--- src/design/rtcirq_params.svh ---
// constants of the rtc interrupt logic and its register host
`ifndef RTCIRQ_PARAMS_SVH
`define RTCIRQ_PARAMS_SVH

// ----------------------------------------------------------------
// clocking
// ----------------------------------------------------------------
`define RTCIRQ_CLK_HZ 50000000
`define RTCIRQ_SRC_HZ 32
`define RTCIRQ_DIV_W 21
`define RTCIRQ_DIV32 `RTCIRQ_DIV_W'(`RTCIRQ_CLK_HZ / `RTCIRQ_SRC_HZ)
`define RTCIRQ_SUB_8HZ 2'h3
`define RTCIRQ_SUB_1HZ 5'h1F
`define RTCIRQ_SUB_HALF 6'h3F

// ----------------------------------------------------------------
// device register map
// ----------------------------------------------------------------
`define RTCIRQ_A_CTRL1 8'h00
`define RTCIRQ_A_IEN 8'h01
`define RTCIRQ_A_FLAG 8'h02
`define RTCIRQ_A_STAT 8'h03
`define RTCIRQ_A_SEC 8'h08
`define RTCIRQ_A_MIN 8'h09
`define RTCIRQ_A_HR 8'h0A
`define RTCIRQ_A_ALM_S 8'h10
`define RTCIRQ_A_ALM_M 8'h11
`define RTCIRQ_A_ALM_H 8'h12
`define RTCIRQ_A_TLO 8'h18
`define RTCIRQ_A_THI 8'h19

// control register bit positions
`define RTCIRQ_B_WE 0
`define RTCIRQ_B_TE 1
`define RTCIRQ_B_TAR 2
`define RTCIRQ_B_TD0 5
`define RTCIRQ_B_TD1 6
`define RTCIRQ_B_AEN 7

// reset values
`define RTCIRQ_RST_WE 1'b1

// watch limits
`define RTCIRQ_SEC_MAX 6'h3B
`define RTCIRQ_MIN_MAX 6'h3B
`define RTCIRQ_HR_MAX 5'h17
`define RTCIRQ_CNT_ONE 16'h0001

// ----------------------------------------------------------------
// host register map (byte addresses on axi4-lite)
// ----------------------------------------------------------------
`define RTCIRQ_H_ADDR 4'h0
`define RTCIRQ_H_WDATA 4'h4
`define RTCIRQ_H_GO 4'h8
`define RTCIRQ_H_STAT 4'hC
`define RTCIRQ_RESP_OKAY 2'h0
`define RTCIRQ_RESP_SLVERR 2'h2

`endif

--- src/design/rtcirq_pkg.sv ---
// types shared by the rtc interrupt device and its host
`include "rtcirq_params.svh"
package rtcirq_pkg;

    typedef enum logic {
        RTCIRQ_IDLE = 1'b0,
        RTCIRQ_BUSY = 1'b1
    } rtcirq_link_t;

    typedef struct packed {
        logic [`RTCIRQ_DIV_W-1:0] div;
        logic [5:0] sub;
        logic [4:0] wsub;
        logic sq;
        logic we_bit;
        logic te;
        logic auto_reload_mode;
        logic [1:0] td;
        logic [4:0] ie;
        logic [4:0] flag;
        logic [2:0] stat;
        logic [15:0] tmr_n;
        logic [15:0] cnt;
        logic pend;
        logic [5:0] sec;
        logic [5:0] min;
        logic [4:0] hr;
        logic [2:0][7:0] alm;
        logic match_q;
        logic ack;
        logic [7:0] rdata;
    } rtcirq_dev_state_t;

    localparam rtcirq_dev_state_t RTCIRQ_DEV_RST = '{we_bit: `RTCIRQ_RST_WE, default: '0};

    typedef struct packed {
        logic aw_full;
        logic [3:0] awaddr;
        logic w_full;
        logic [7:0] wdata;
        logic wstrb0;
        logic bvalid;
        logic [1:0] bresp;
        logic rvalid;
        logic [31:0] rdata;
        logic [1:0] rresp;
        rtcirq_link_t lk;
        logic [7:0] cmd_addr;
        logic [7:0] cmd_wdata;
        logic cmd_we;
        logic [7:0] last_rdata;
        logic int_s1;
        logic int_s2;
    } rtcirq_host_state_t;

endpackage

--- src/design/rtcirq_if.sv ---
// register link and open-drain interrupt line between rtc device and host
`timescale 1ns/100ps
interface rtcirq_if;
    logic req;
    logic we;
    logic [7:0] addr;
    logic [7:0] wdata;
    logic ack;
    logic [7:0] rdata;
    logic int_o;
    logic int_oe;
    logic int_n;

    // external pull-up: the line is high unless the device pulls it down
    assign int_n = int_oe ? int_o : 1'b1;

    modport dev (input req, we, addr, wdata, output ack, rdata, int_o, int_oe);
    modport host (output req, we, addr, wdata, input ack, rdata, int_n);
endinterface

--- src/design/rtcirq_dev.sv ---
// rtc interrupt device: countdown timer, alarm match, watch gate, interrupt pin
//
// What this block does
// - 16-bit countdown from two bytes; zero stops
// - rate select 32/8/1/0.5 Hz, run bit
// - first period lasts n source ticks
// - auto-reload adds one tick: n+1 later
// - timer reaching zero sets flag bit 1
// - timer enable low: no timer flag
// - timer flag holds until written zero
// - alarm field compared only when bit 7 set
// - first full match sets alarm flag bit 0
// - alarm enable low: alarm flag stays clear
// - alarm flag holds until written zero
// - continuing match does not set again
// - interrupt pin active low, open drain
// - five sources, flags 0..4, gated by enables
// - low-voltage 1: flag and status clear
// - low-voltage 2: flag and status clear
// - system reset: flag and status clear
// - enable and flag bits 7..5 read 0
// - watch enable gates 1 Hz, resets to 1
// - watch stopped: time writable, not counting
// - watch enable leaves square wave alone
//
// Implementation choice: the AXI4-Lite register port.
`timescale 1ns/100ps
`include "rtcirq_params.svh"
module rtcirq_dev import rtcirq_pkg::*; #(
    parameter logic [`RTCIRQ_DIV_W-1:0] TICK_DIV = `RTCIRQ_DIV32
) (
    input wire logic aclk,            // system clock
    input wire logic aresetn,         // synchronous reset, active low
    rtcirq_if.dev link,               // register link and interrupt line
    input wire logic low_volt1_event, // one-cycle pulse, level 1 low voltage seen
    input wire logic low_volt2_event, // one-cycle pulse, level 2 low voltage seen
    input wire logic sysreset_event,  // one-cycle pulse, system reset executed
    output logic square_wave_out      // free-running 16 Hz square wave
);

    rtcirq_dev_state_t s;
    rtcirq_dev_state_t n;
    logic tick32;
    logic src_tick;
    logic sec_tick;
    logic match;
    logic any_en;
    logic t_zero;
    logic access;
    logic wr;
    logic [4:0] flag_keep;
    logic [4:0] stat_keep;
    logic [4:0] flag_set;
    logic [2:0] stat_set;
    logic [4:0] src;

    // ----------------------------------------------------------------
    // register read mux
    // ----------------------------------------------------------------
    function automatic logic [7:0] reg_read(input rtcirq_dev_state_t st, input logic [7:0] a);
        logic [7:0] v;
        v = 8'h00;
        unique case (a)
            `RTCIRQ_A_CTRL1: begin
                v[`RTCIRQ_B_TD1] = st.td[1];
                v[`RTCIRQ_B_TD0] = st.td[0];
                v[`RTCIRQ_B_TAR] = st.auto_reload_mode;
                v[`RTCIRQ_B_TE] = st.te;
                v[`RTCIRQ_B_WE] = st.we_bit;
            end
            `RTCIRQ_A_IEN: v = {3'h0, st.ie};
            `RTCIRQ_A_FLAG: v = {3'h0, st.flag};
            `RTCIRQ_A_STAT: v = {3'h0, st.stat, 2'h0};
            `RTCIRQ_A_SEC: v = {2'h0, st.sec};
            `RTCIRQ_A_MIN: v = {2'h0, st.min};
            `RTCIRQ_A_HR: v = {3'h0, st.hr};
            `RTCIRQ_A_ALM_S: v = st.alm[0];
            `RTCIRQ_A_ALM_M: v = st.alm[1];
            `RTCIRQ_A_ALM_H: v = st.alm[2];
            `RTCIRQ_A_TLO: v = st.tmr_n[7:0];
            `RTCIRQ_A_THI: v = st.tmr_n[15:8];
            default: v = 8'h00;
        endcase
        return v;
    endfunction

    // ----------------------------------------------------------------
    // next state
    // ----------------------------------------------------------------
    always_comb begin
        n = s;
        access = link.req & ~s.ack;
        wr = access & link.we;
        n.ack = access;
        if (access) begin
            n.rdata = reg_read(s, link.addr);
        end

        // prescaler runs regardless of the watch gate
        tick32 = (s.div == TICK_DIV - 1'b1);
        n.div = tick32 ? '0 : s.div + 1'b1;
        if (tick32) begin
            n.sub = s.sub + 1'b1;
            n.sq = ~s.sq;
        end
        unique case (s.td)
            2'h0: src_tick = tick32;
            2'h1: src_tick = tick32 & (s.sub[1:0] == `RTCIRQ_SUB_8HZ);
            2'h2: src_tick = tick32 & (s.sub[4:0] == `RTCIRQ_SUB_1HZ);
            2'h3: src_tick = tick32 & (s.sub == `RTCIRQ_SUB_HALF);
        endcase

        // the second divider is held clear while stopped, so after a restart
        // the first second lands on the 32nd prescaler tick after the enabling write
        sec_tick = tick32 & s.we_bit & (s.wsub == `RTCIRQ_SUB_1HZ);
        if (!s.we_bit) begin
            n.wsub = '0;
        end else if (tick32) begin
            n.wsub = s.wsub + 1'b1;
        end
        if (sec_tick) begin
            if (s.sec == `RTCIRQ_SEC_MAX) begin
                n.sec = '0;
                if (s.min == `RTCIRQ_MIN_MAX) begin
                    n.min = '0;
                    n.hr = (s.hr == `RTCIRQ_HR_MAX) ? '0 : s.hr + 1'b1;
                end else begin
                    n.min = s.min + 1'b1;
                end
            end else begin
                n.sec = s.sec + 1'b1;
            end
        end

        // countdown: the reload tick only follows an expiry, never the start
        t_zero = 1'b0;
        if (s.te && src_tick && s.tmr_n != '0) begin
            if (s.pend) begin
                n.cnt = s.tmr_n;
                n.pend = 1'b0;
            end else if (s.cnt == `RTCIRQ_CNT_ONE) begin
                n.cnt = '0;
                t_zero = 1'b1;
                n.pend = s.auto_reload_mode;
            end else if (s.cnt != '0) begin
                n.cnt = s.cnt - 1'b1;
            end
        end

        // alarm: disabled fields always agree, at least one must be enabled
        any_en = s.alm[0][`RTCIRQ_B_AEN] | s.alm[1][`RTCIRQ_B_AEN] | s.alm[2][`RTCIRQ_B_AEN];
        match = any_en
            & (~s.alm[0][`RTCIRQ_B_AEN] | (s.alm[0][5:0] == s.sec))
            & (~s.alm[1][`RTCIRQ_B_AEN] | (s.alm[1][5:0] == s.min))
            & (~s.alm[2][`RTCIRQ_B_AEN] | (s.alm[2][4:0] == s.hr));
        n.match_q = match;

        // flags only set when their enable is on; status bits always record
        flag_set = {sysreset_event, low_volt2_event, low_volt1_event, t_zero,
            match & ~s.match_q} & s.ie;
        stat_set = {sysreset_event, low_volt2_event, low_volt1_event};
        flag_keep = 5'h1F;
        stat_keep = 5'h1F;

        // ----------------------------------------------------------------
        // register writes
        // ----------------------------------------------------------------
        if (wr) begin
            unique case (link.addr)
                `RTCIRQ_A_CTRL1: begin
                    n.we_bit = link.wdata[`RTCIRQ_B_WE];
                    n.te = link.wdata[`RTCIRQ_B_TE];
                    // rate and reload mode are frozen while running
                    if (!s.te) begin
                        n.td = {link.wdata[`RTCIRQ_B_TD1], link.wdata[`RTCIRQ_B_TD0]};
                        n.auto_reload_mode = link.wdata[`RTCIRQ_B_TAR];
                    end
                    if (link.wdata[`RTCIRQ_B_TE] && !s.te) begin
                        n.cnt = s.tmr_n;
                        n.pend = 1'b0;
                    end
                end
                `RTCIRQ_A_IEN: n.ie = link.wdata[4:0];
                `RTCIRQ_A_FLAG: flag_keep = link.wdata[4:0];
                `RTCIRQ_A_STAT: stat_keep = link.wdata[4:0];
                `RTCIRQ_A_SEC: n.sec = link.wdata[5:0];
                `RTCIRQ_A_MIN: n.min = link.wdata[5:0];
                `RTCIRQ_A_HR: n.hr = link.wdata[4:0];
                `RTCIRQ_A_ALM_S: n.alm[0] = link.wdata;
                `RTCIRQ_A_ALM_M: n.alm[1] = link.wdata;
                `RTCIRQ_A_ALM_H: n.alm[2] = link.wdata;
                `RTCIRQ_A_TLO: begin
                    if (!s.te && !s.auto_reload_mode) begin
                        n.tmr_n[7:0] = link.wdata;
                    end
                end
                `RTCIRQ_A_THI: begin
                    if (!s.te && !s.auto_reload_mode) begin
                        n.tmr_n[15:8] = link.wdata;
                    end
                end
                default: n.ie = s.ie;
            endcase
        end

        // a written 0 clears, a written 1 keeps, and a new event wins
        n.flag = (s.flag & flag_keep) | flag_set;
        n.stat = (s.stat & stat_keep[4:2]) | stat_set;
    end

    // ----------------------------------------------------------------
    // state register
    // ----------------------------------------------------------------
    always_ff @(posedge aclk) begin
        if (!aresetn) begin
            s <= RTCIRQ_DEV_RST;
        end else begin
            s <= n;
        end
    end

    // ----------------------------------------------------------------
    // outputs
    // ----------------------------------------------------------------
    // low-voltage and reset sources stay up until both flag and status clear
    assign src = s.ie & {s.flag[4:2] | s.stat, s.flag[1:0]};
    assign link.int_oe = |src;
    assign link.int_o = 1'b0;
    assign link.ack = s.ack;
    assign link.rdata = s.rdata;
    assign square_wave_out = s.sq;

endmodule

--- src/flat_wrapper.sv ---
// flat-port wrapper written by rule: the top's interface ports become plain ports
module rtcirq_dev_flat import rtcirq_pkg::*;
#(
    parameter logic [`RTCIRQ_DIV_W-1:0] TICK_DIV = `RTCIRQ_DIV32
)
  (aclk, aresetn, low_volt1_event, low_volt2_event, sysreset_event, square_wave_out, link_req, link_we, link_addr, link_wdata, link_ack, link_rdata, link_int_o, link_int_oe);
  rtcirq_if link_i ();
  input wire logic aclk;
  input wire logic aresetn;
  input wire logic low_volt1_event;
  input wire logic low_volt2_event;
  input wire logic sysreset_event;
  output logic square_wave_out;
  input wire logic [$bits(link_i.req)-1:0] link_req;
  input wire logic [$bits(link_i.we)-1:0] link_we;
  input wire logic [$bits(link_i.addr)-1:0] link_addr;
  input wire logic [$bits(link_i.wdata)-1:0] link_wdata;
  output wire logic [$bits(link_i.ack)-1:0] link_ack;
  output wire logic [$bits(link_i.rdata)-1:0] link_rdata;
  output wire logic [$bits(link_i.int_o)-1:0] link_int_o;
  output wire logic [$bits(link_i.int_oe)-1:0] link_int_oe;
  assign link_i.req = link_req;
  assign link_i.we = link_we;
  assign link_i.addr = link_addr;
  assign link_i.wdata = link_wdata;
  assign link_ack = link_i.ack;
  assign link_rdata = link_i.rdata;
  assign link_int_o = link_i.int_o;
  assign link_int_oe = link_i.int_oe;
  rtcirq_dev #(.TICK_DIV(TICK_DIV)) u_core (.aclk(aclk), .aresetn(aresetn), .link(link_i), .low_volt1_event(low_volt1_event), .low_volt2_event(low_volt2_event), .sysreset_event(sysreset_event), .square_wave_out(square_wave_out));
endmodule
--- config.mk ---
export PLATFORM = sky130hd
export DESIGN_NAME = rtcirq_dev_flat
export DESIGN_NICKNAME = d
export VERILOG_FILES = /design/src/design/rtcirq_pkg.sv /design/src/design/rtcirq_if.sv /design/src/design/rtcirq_dev.sv /design/src/flat_wrapper.sv
export VERILOG_INCLUDE_DIRS = /design/src /design/src/design
export SDC_FILE = /design/constraint.sdc
export NUM_CORES = 1
export LEC_CHECK = 0
export ABC_AREA = 1
export BUFFER_PORTS_ARGS = -buffer_cell sky130_fd_sc_hd__buf_2
export CAP_MARGIN = 20
export CORE_UTILIZATION = 67
export DETAILED_ROUTE_END_ITERATION = 10
export PLACE_DENSITY = 0.92
export SLEW_MARGIN = 5
export SYNTH_ARGS = -nofsm -noshare
export SYNTH_HDL_FRONTEND = slang
export SYNTH_SLANG_ARGS = --single-unit
export TNS_END_PERCENT = 1
--- constraint.sdc ---
create_clock -name aclk -period 4.25 [get_ports aclk]
set_input_delay 0.425 -clock aclk [delete_from_list [all_inputs] [get_ports aclk]]
set_output_delay 0.425 -clock aclk [all_outputs]
set_load 0.05 [all_outputs]
==> results of run 1 <==
-- through the flow --
step	area, µm²	std cells
floorplan	7876	1202
global placement	7993	1339
detailed placement	7993	1339
CTS	8562	1371
global route	8562	1371
finish	8562	1371
-- synth_stat cells (14+ instances only) --
master / count / area, µm²
nand4_1: 20 / 125.1
a21oi_1: 112 / 560.5
nor3_1: 15 / 75.07
inv_1: 138 / 518.0
xor2_1: 23 / 201.4
dfxtp_1: 135 / 2703
nand3_1: 82 / 410.4
clkbuf_1: 14 / 52.55
nor2_1: 133 / 499.2
nand2_1: 276 / 1036
o21ai_0: 98 / 490.5
nor2_2: 17 / 106.4
-- kinds of logic (layout without fill, tap and decap cells) --
| kind of cell | after synthesis | in the layout | share of synthesized area, % |
|---|---|---|---|
| xor gates and xnor gates | 26 | 26 | 2.891 |
| buffers and inverters | 193 | 219 | 10.34 |
| other | 1 | 1 | 0.04761 |
| adders and majority gates | 10 | 10 | 1.589 |
| and+or+nand+nor | 583 | 583 | 33.49 |
| DFF | 135 | 135 | 34.31 |
| AOI/OAI and AO/OA | 254 | 254 | 17.33 |
-- power groups by stage --
stage	clock network (mW)	registers [mW]	logic, mW
after floorplan	0	1.31	0.0706
after global placement	0	1.30	0.110
after detailed placement	0	1.30	0.112
after CTS	1.43	1.28	0.115
after global routing	1.49	1.28	0.127
final	1.44	1.28	0.119
-- layout make-up --
class	instances	area, µm²	share of cell area (%)
clock inverters	15	143.9	1.681
clock buffers	17	425.4	4.969
multi-input cells	874	4359	50.91
repair buffers	34	172.7	2.017
well taps	143	178.9	2.090
flip-flops and latches	135	2703	31.57
inverters	153	579.3	6.766
-- metal layers --
layer / part of all wire (%) / vias up
met3: 10 / 118
met1: 40 / 3719
li1: - / 3938
met4: 5.2 / 0
met2: 44 / 483
met5: 0 / -
-- state kept, by name, indices dropped and copies added (netlist names) --
name                    cells
u_core.link.ack             1
u_core.link.rdata           8
u_core.square_wave_out      1
u_core.s                  125
-- how the worst min path moves through the flow --
stage / startpoint / end / slack [ns]
floorplan: u_core.s[114] / u_core.s[114] / 0.42
global placement: u_core.s[114] / u_core.s[114] / 0.43
detailed placement: u_core.s[114] / u_core.s[114] / 0.44
CTS: sysreset_event / u_core.s[86] / 0.24
global route: sysreset_event / u_core.s[86] / 0.25
finish: low_volt2_event / u_core.s[85] / 0.23
-- worst max-delay path: cells and delay by family (launching register included) --
family,cells,cell delay (ns)
compound gates,1,0.06
buf+inv,3,0.30
flops,1,0.36
simple gates,5,1.01
fa+ha+maj,2,0.49
==> key figures, run 1 <==
Clock tree
  – Root buffer cell: clkbuf_16
  – Clk slew on worst S/H paths: 0.06 ns
  – Clock buffer depth: 2
  – Clock sinks: 135
  – H-tree levels: 4
  – PostCTS Resize Cnt: 0
  – TritonCTS clock tree: done
  – CTS Buf Count: 17
  – Hold-fix buffers, CTS: 0
  – Post-CTS setup buffers: 0
  – Clock Latency Late Sink: 0.44 ns

Route
  – Mean routed wirelength per cell: 16.72 µm
  – Antenna viol nets, final: 0
  – Post-DR vias/cell: 6.023
  – Post-Route WL: 22930 µm
  – Drt drc: 0
  – Routed vias: 8258
  – Initial DRC Count: 1340
  – Initial DRT Pass Iterations: 6

Yosys
  – Cell area after synthesis: 7876 µm²
  – Syn Area/Cell: 6.553 µm²
  – Synth Flop Type: dfxtp_1
  – Synth Instances: 1202
  – Yosys reg bits: 135
  – Post-synthesis sequential area ratio: 34.31%
  – Post-synth cell types: 50
  – Warnings from Yosys: 0
  – Async S/R FF share, synth: 0%
  – Post-synth EDFFs: 0
  – Net Count, Synth: 1235

Flow run
  – Maxcap violations: 0

Die
  – Row count: 39
  – Core Region: 11420 µm²
  – Initial core utilization: 68.98%
  – # IOs: 35
  – Chip height: 110.4 µm
  – Die area: 12190 µm²
  – Chip width: 110.4 µm

Global routing
  – GR Layer Usage met1: 49.13%
  – Total track usage: 38.24%
  – Vias in the first global route: 7639
  – Grt met2 use: 58.80%
  – Grt met3 use: 8.782%
  – Largest net degree at the start of global routing: 50
  – GRT overflow: 0
  – Gr busiest metal: met2
  – Global-route wire length before repair: 37630 µm
  – Initial antenna violation count: 0

Power
  – Clock network power share: 50.8%
  – Switching power: 719.9 µW
  – Peak supply drop: 395.2 µV
  – Logic gate share of total power: 4.2%
  – PD cells: 331.1 nW/µm²
  – Switch share: 25.39%
  – Power consumption: 2.835 mW
  – Pint: 2.115 mW
  – Sequential power share: 45.0%
  – Leakage: 3.598 nW

STA
  – Post-route setup TNS: 0 ns
  – Minimum clock period: 2.353 ns
  – Measured slew at the worst slew-check pin: 0.7919 ns
  – Final Max Slew Viols: 0
  – Post-route setup slack: 1.897 ns
  – Layout Skew: 0.008308 ns
  – Setup Viol. Count Final: 0
  – Relative slew slack: 47.15%
  – Endpoints failing hold: 0
  – Period utilization: 55.36%
  – Max Fclk: 425.0 MHz
  – Unrepaired setup endpoints after global routing: false
  – Hold slack: 0.2344 ns

Worst hold path
  – HP Class: in2reg
  – Worst Hold Depth: 3

Worst setup path
  – Slowest-stage cell, CP: dfxtp_1
  – Crit path capture: u_core.s[49]
  – R2r startpoint: u_core.s[104]
  – Crit-path max FO: 7
  – Worst Reg2Reg Path Length in Cells: 11
  – Most frequent CP cell: inv_1
  – Worst Path Required: 4.54 ns
  – Worst setup path start: u_core.s[104]
  – Cell Chain, Critical Path: ha_1, inv_1, nor3_1, ha_1, nand2_1, inv_1, nand4_1, nand2_1, inv_1, nand3_1, a21oi_1
  – Worst stage delay on the critical path: 0.36 ns
  – Crit Path Class: reg2reg
  – Setup slack, reg-to-reg: 1.90 ns
  – Worst Setup End Kind: register
  – Data arrival time of the critical path: 2.64 ns
  – Worst setup SP type: register
  – R2R Path End: u_core.s[49]

Placed design
  – Dpl ws: 1.983 ns
  – Hpwl dp: 15840 µm
  – Buffers on Ports: 33
  – Gp weighted congestion: 0.9693

Final layout
  – Final core utilization: 74.98%
  – Most frequent cells in the layout: 276 x nand2_1, 138 x inv_1, 135 x dfxtp_1, 133 x nor2_1, 112 x a21oi_1
  – Layout net count: 1248
  – Commonest non-fill, non-tap cell in the layout: nand2_1
  – Ant diodes: 0
  – # fillers: 910
  – Share of cells above drive strength 1: 10.99%
  – Area Growth Syn to Fin: 8.705%

Outcome
  – Outcome: finished, final reports clean
No activity file was read; power rests on OpenSTA's default activity.
==> run 2, diff against run 1 <==
- CORE_UTILIZATION: 67 -> 56
- PLACE_DENSITY: 0.92 -> 0.82
- clock period: 4.25 -> 2 ns (I/O delays scaled with it)
==> run 2 against run 1 <==
Cell area up 4.5%. Total power up 120%. Highest routed layer unchanged. Critical path depth decreased by 1. Clock-buffer cell count increased by 7. Final cell count grew 5.0%. Largest cell class unchanged. Critical endpoint is now u_core.s[44]. Non-clock buffer count increased by 35.
==> key figures, run 2 (synthesized netlist as in run 1, its figures left out) <==
Worst hold path
  – HP Class: in2reg

Route
  – Initial DRT Pass Iterations: 5 (-1)
  – Antenna viol nets, final: 0 (unchanged)
  – Mean routed wirelength per cell: 15.62 µm (-6.6%)
  – Post-DR vias/cell: 5.698 (-5.4%)
  – Routed vias: 8200 (-0.70%)
  – Initial DRC Count: 945 (-29%)
  – Drt drc: 0 (unchanged)
  – Post-Route WL: 22470 µm (-2.0%)

Power
  – Leakage: 3.808 nW (+5.9%)
  – Power consumption: 6.354 mW (+120%)
  – Peak supply drop: 614.9 µV (+56%)
  – PD cells: 710.3 nW/µm² (+110%)

Global routing
  – Vias in the first global route: 7324 (-4.1%)
  – Total track usage: 31.80% (-6.4 points)
  – Gr busiest metal: met2
  – Largest net degree at the start of global routing: 47 (-6.0%)
  – Initial antenna violation count: 0 (unchanged)
  – GRT overflow: 0 (unchanged)
  – Grt met2 use: 48.38% (-10 points)
  – GR Layer Usage met1: 42.39% (-6.7 points)
  – Global-route wire length before repair: 36190 µm (-3.8%)
  – Grt met3 use: 6.321% (-2.5 points)

STA
  – Hold slack: 0.01779 ns (-0.2166 ns)
  – Post-route setup TNS: 0 ns (unchanged)
  – Layout Skew: 0.009581 ns (+0.001272 ns)
  – Endpoints failing hold: 0 (unchanged)
  – Minimum clock period: 1.884 ns (-0.4689 ns)
  – Unrepaired setup endpoints after global routing: true
  – Relative slew slack: 52.75% (+5.6 points)
  – Max Fclk: 530.8 MHz (+25%)
  – Measured slew at the worst slew-check pin: 0.7077 ns (-0.08414 ns)
  – Post-route setup slack: 0.1161 ns (-1.781 ns)
  – Final Max Slew Viols: 0 (unchanged)
  – Setup Viol. Count Final: 0 (unchanged)
  – Period utilization: 94.20% (+39 points)

Final layout
  – Commonest non-fill, non-tap cell in the layout: nand2_1
  – Max reg flops: 125 (unchanged)
  – Ant diodes: 0 (unchanged)
  – Final core utilization: 66.50% (-8.5 points)
  – Post-route cell area: 8946 µm² (+4.5%)
  – Non-Filler Instances: 1439 (+5.0%)
  – Largest Register: u_core.s
  – Layout net count: 1283 (+2.8%)
  – Most frequent cells in the layout: 276 x nand2_1, 137 x inv_1, 135 x dfxtp_1, 131 x nor2_1, 111 x a21oi_1
  – Share of cells above drive strength 1: 13.54% (+2.5 points)
  – Area Growth Syn to Fin: 13.58%

Worst setup path
  – Crit Path Class: reg2reg
  – Worst Path Required: 2.32 ns (-2.22 ns)
  – R2R Path End: u_core.s[44]
  – Worst Reg2Reg Path Length in Cells: 10 (-1)
  – Worst setup SP type: register
  – Crit-path max FO: 9 (+2)
  – Crit path capture: u_core.s[44]
  – Data arrival time of the critical path: 2.20 ns (-0.44 ns)
  – Worst Setup End Kind: register
  – Setup slack, reg-to-reg: 0.12 ns (-1.78 ns)
  – R2r startpoint: u_core.s[103]
  – Worst setup path start: u_core.s[103]

Clock tree
  – H-tree levels: 4 (unchanged)
  – TritonCTS clock tree: done
  – Clock sinks: 135 (unchanged)
  – Root buffer cell: clkbuf_16
  – CTS Buf Count: 17 (unchanged)
  – Clk slew on worst S/H paths: 0.06 ns (about the same)
  – Hold-fix buffers, CTS: 0 (unchanged)
  – Clock Latency Late Sink: 0.43 ns (about the same)
  – Clock buffer depth: 2 (unchanged)

Die
  – # IOs: 35 (unchanged)
  – Row count: 42 (+7.7%)
  – Chip width: 120.6 µm (+9.2%)
  – Chip height: 120.6 µm (+9.2%)
  – Die area: 14540 µm² (+19%)
  – Initial core utilization: 58.55% (-10 points)
  – Core Region: 13450 µm² (+18%)

Placed design
  – Dpl ws: 0.03479 ns (-1.948 ns)
  – Hpwl dp: 16310 µm (+3.0%)
  – Gp weighted congestion: 0.9775 (+0.85%)
  – Placed insts: 1403 (+4.8%)
  – Area post-placement: 8267 µm² (+3.4%)
  – Buffers on Ports: 33 (unchanged)

Outcome
  – Outcome: finished, final reports clean

Flow run
  – Maxcap violations: 0 (unchanged)
run 2: worst min-delay path by stage:
stage                    endpoint  cells after the start  slack [ns]       startpoint
floorplan            u_core.s[84]                      2        0.33  low_volt1_event
global placement    u_core.s[114]                      1        0.43    u_core.s[114]
detailed placement  u_core.s[114]                      1        0.44    u_core.s[114]
CTS                  u_core.s[86]                      3        0.01   sysreset_event
global route         u_core.s[90]                      3        0.03  low_volt2_event
finish               u_core.s[86]                      3        0.02   sysreset_event
run 2: critical path, cell delays in order, from the launching register on:
cell     delay, ns
dfxtp_1       0.37
ha_1          0.19
inv_1         0.06
nor3_1        0.14
ha_1          0.19
nand2_1       0.08
buf_4         0.17
nor2_4        0.19
o21ai_0       0.11
a31oi_1       0.21
nor2_1        0.06
run 2: layout make-up:
class	instances	area [µm²]
clock buffer	24	491.7
clock inverter	8	142.6
fill	1169	4507
inverter	153	580.6
multi-input combinational	874	4373
sequential	135	2703
tap	176	220.2
timing repair buffer	69	435.4
run 2: layer usage:
metal	routed length [µm]	vias to the layer above	share of wire (%)
met2	9841	411	44
met4	961	0	4.3
met1	9660	3702	43
li1	-	4015	-
met3	2009	72	8.9
met5	0	-	0
run 2: report_power, final:
part	total, mW	internal, mW	switching [mW]
clock	3.38	2.21	1.17
combinational	0.256	0.0674	0.188
sequential	2.71	2.70	0.0114
total	6.35	4.98	1.37
run 2: what timing repair did:
action,4_1_cts,5_1_grt
setup buffers,1,3
gates resized for setup,0,6
pin swaps,0,1
setup endpoints to repair,1,30
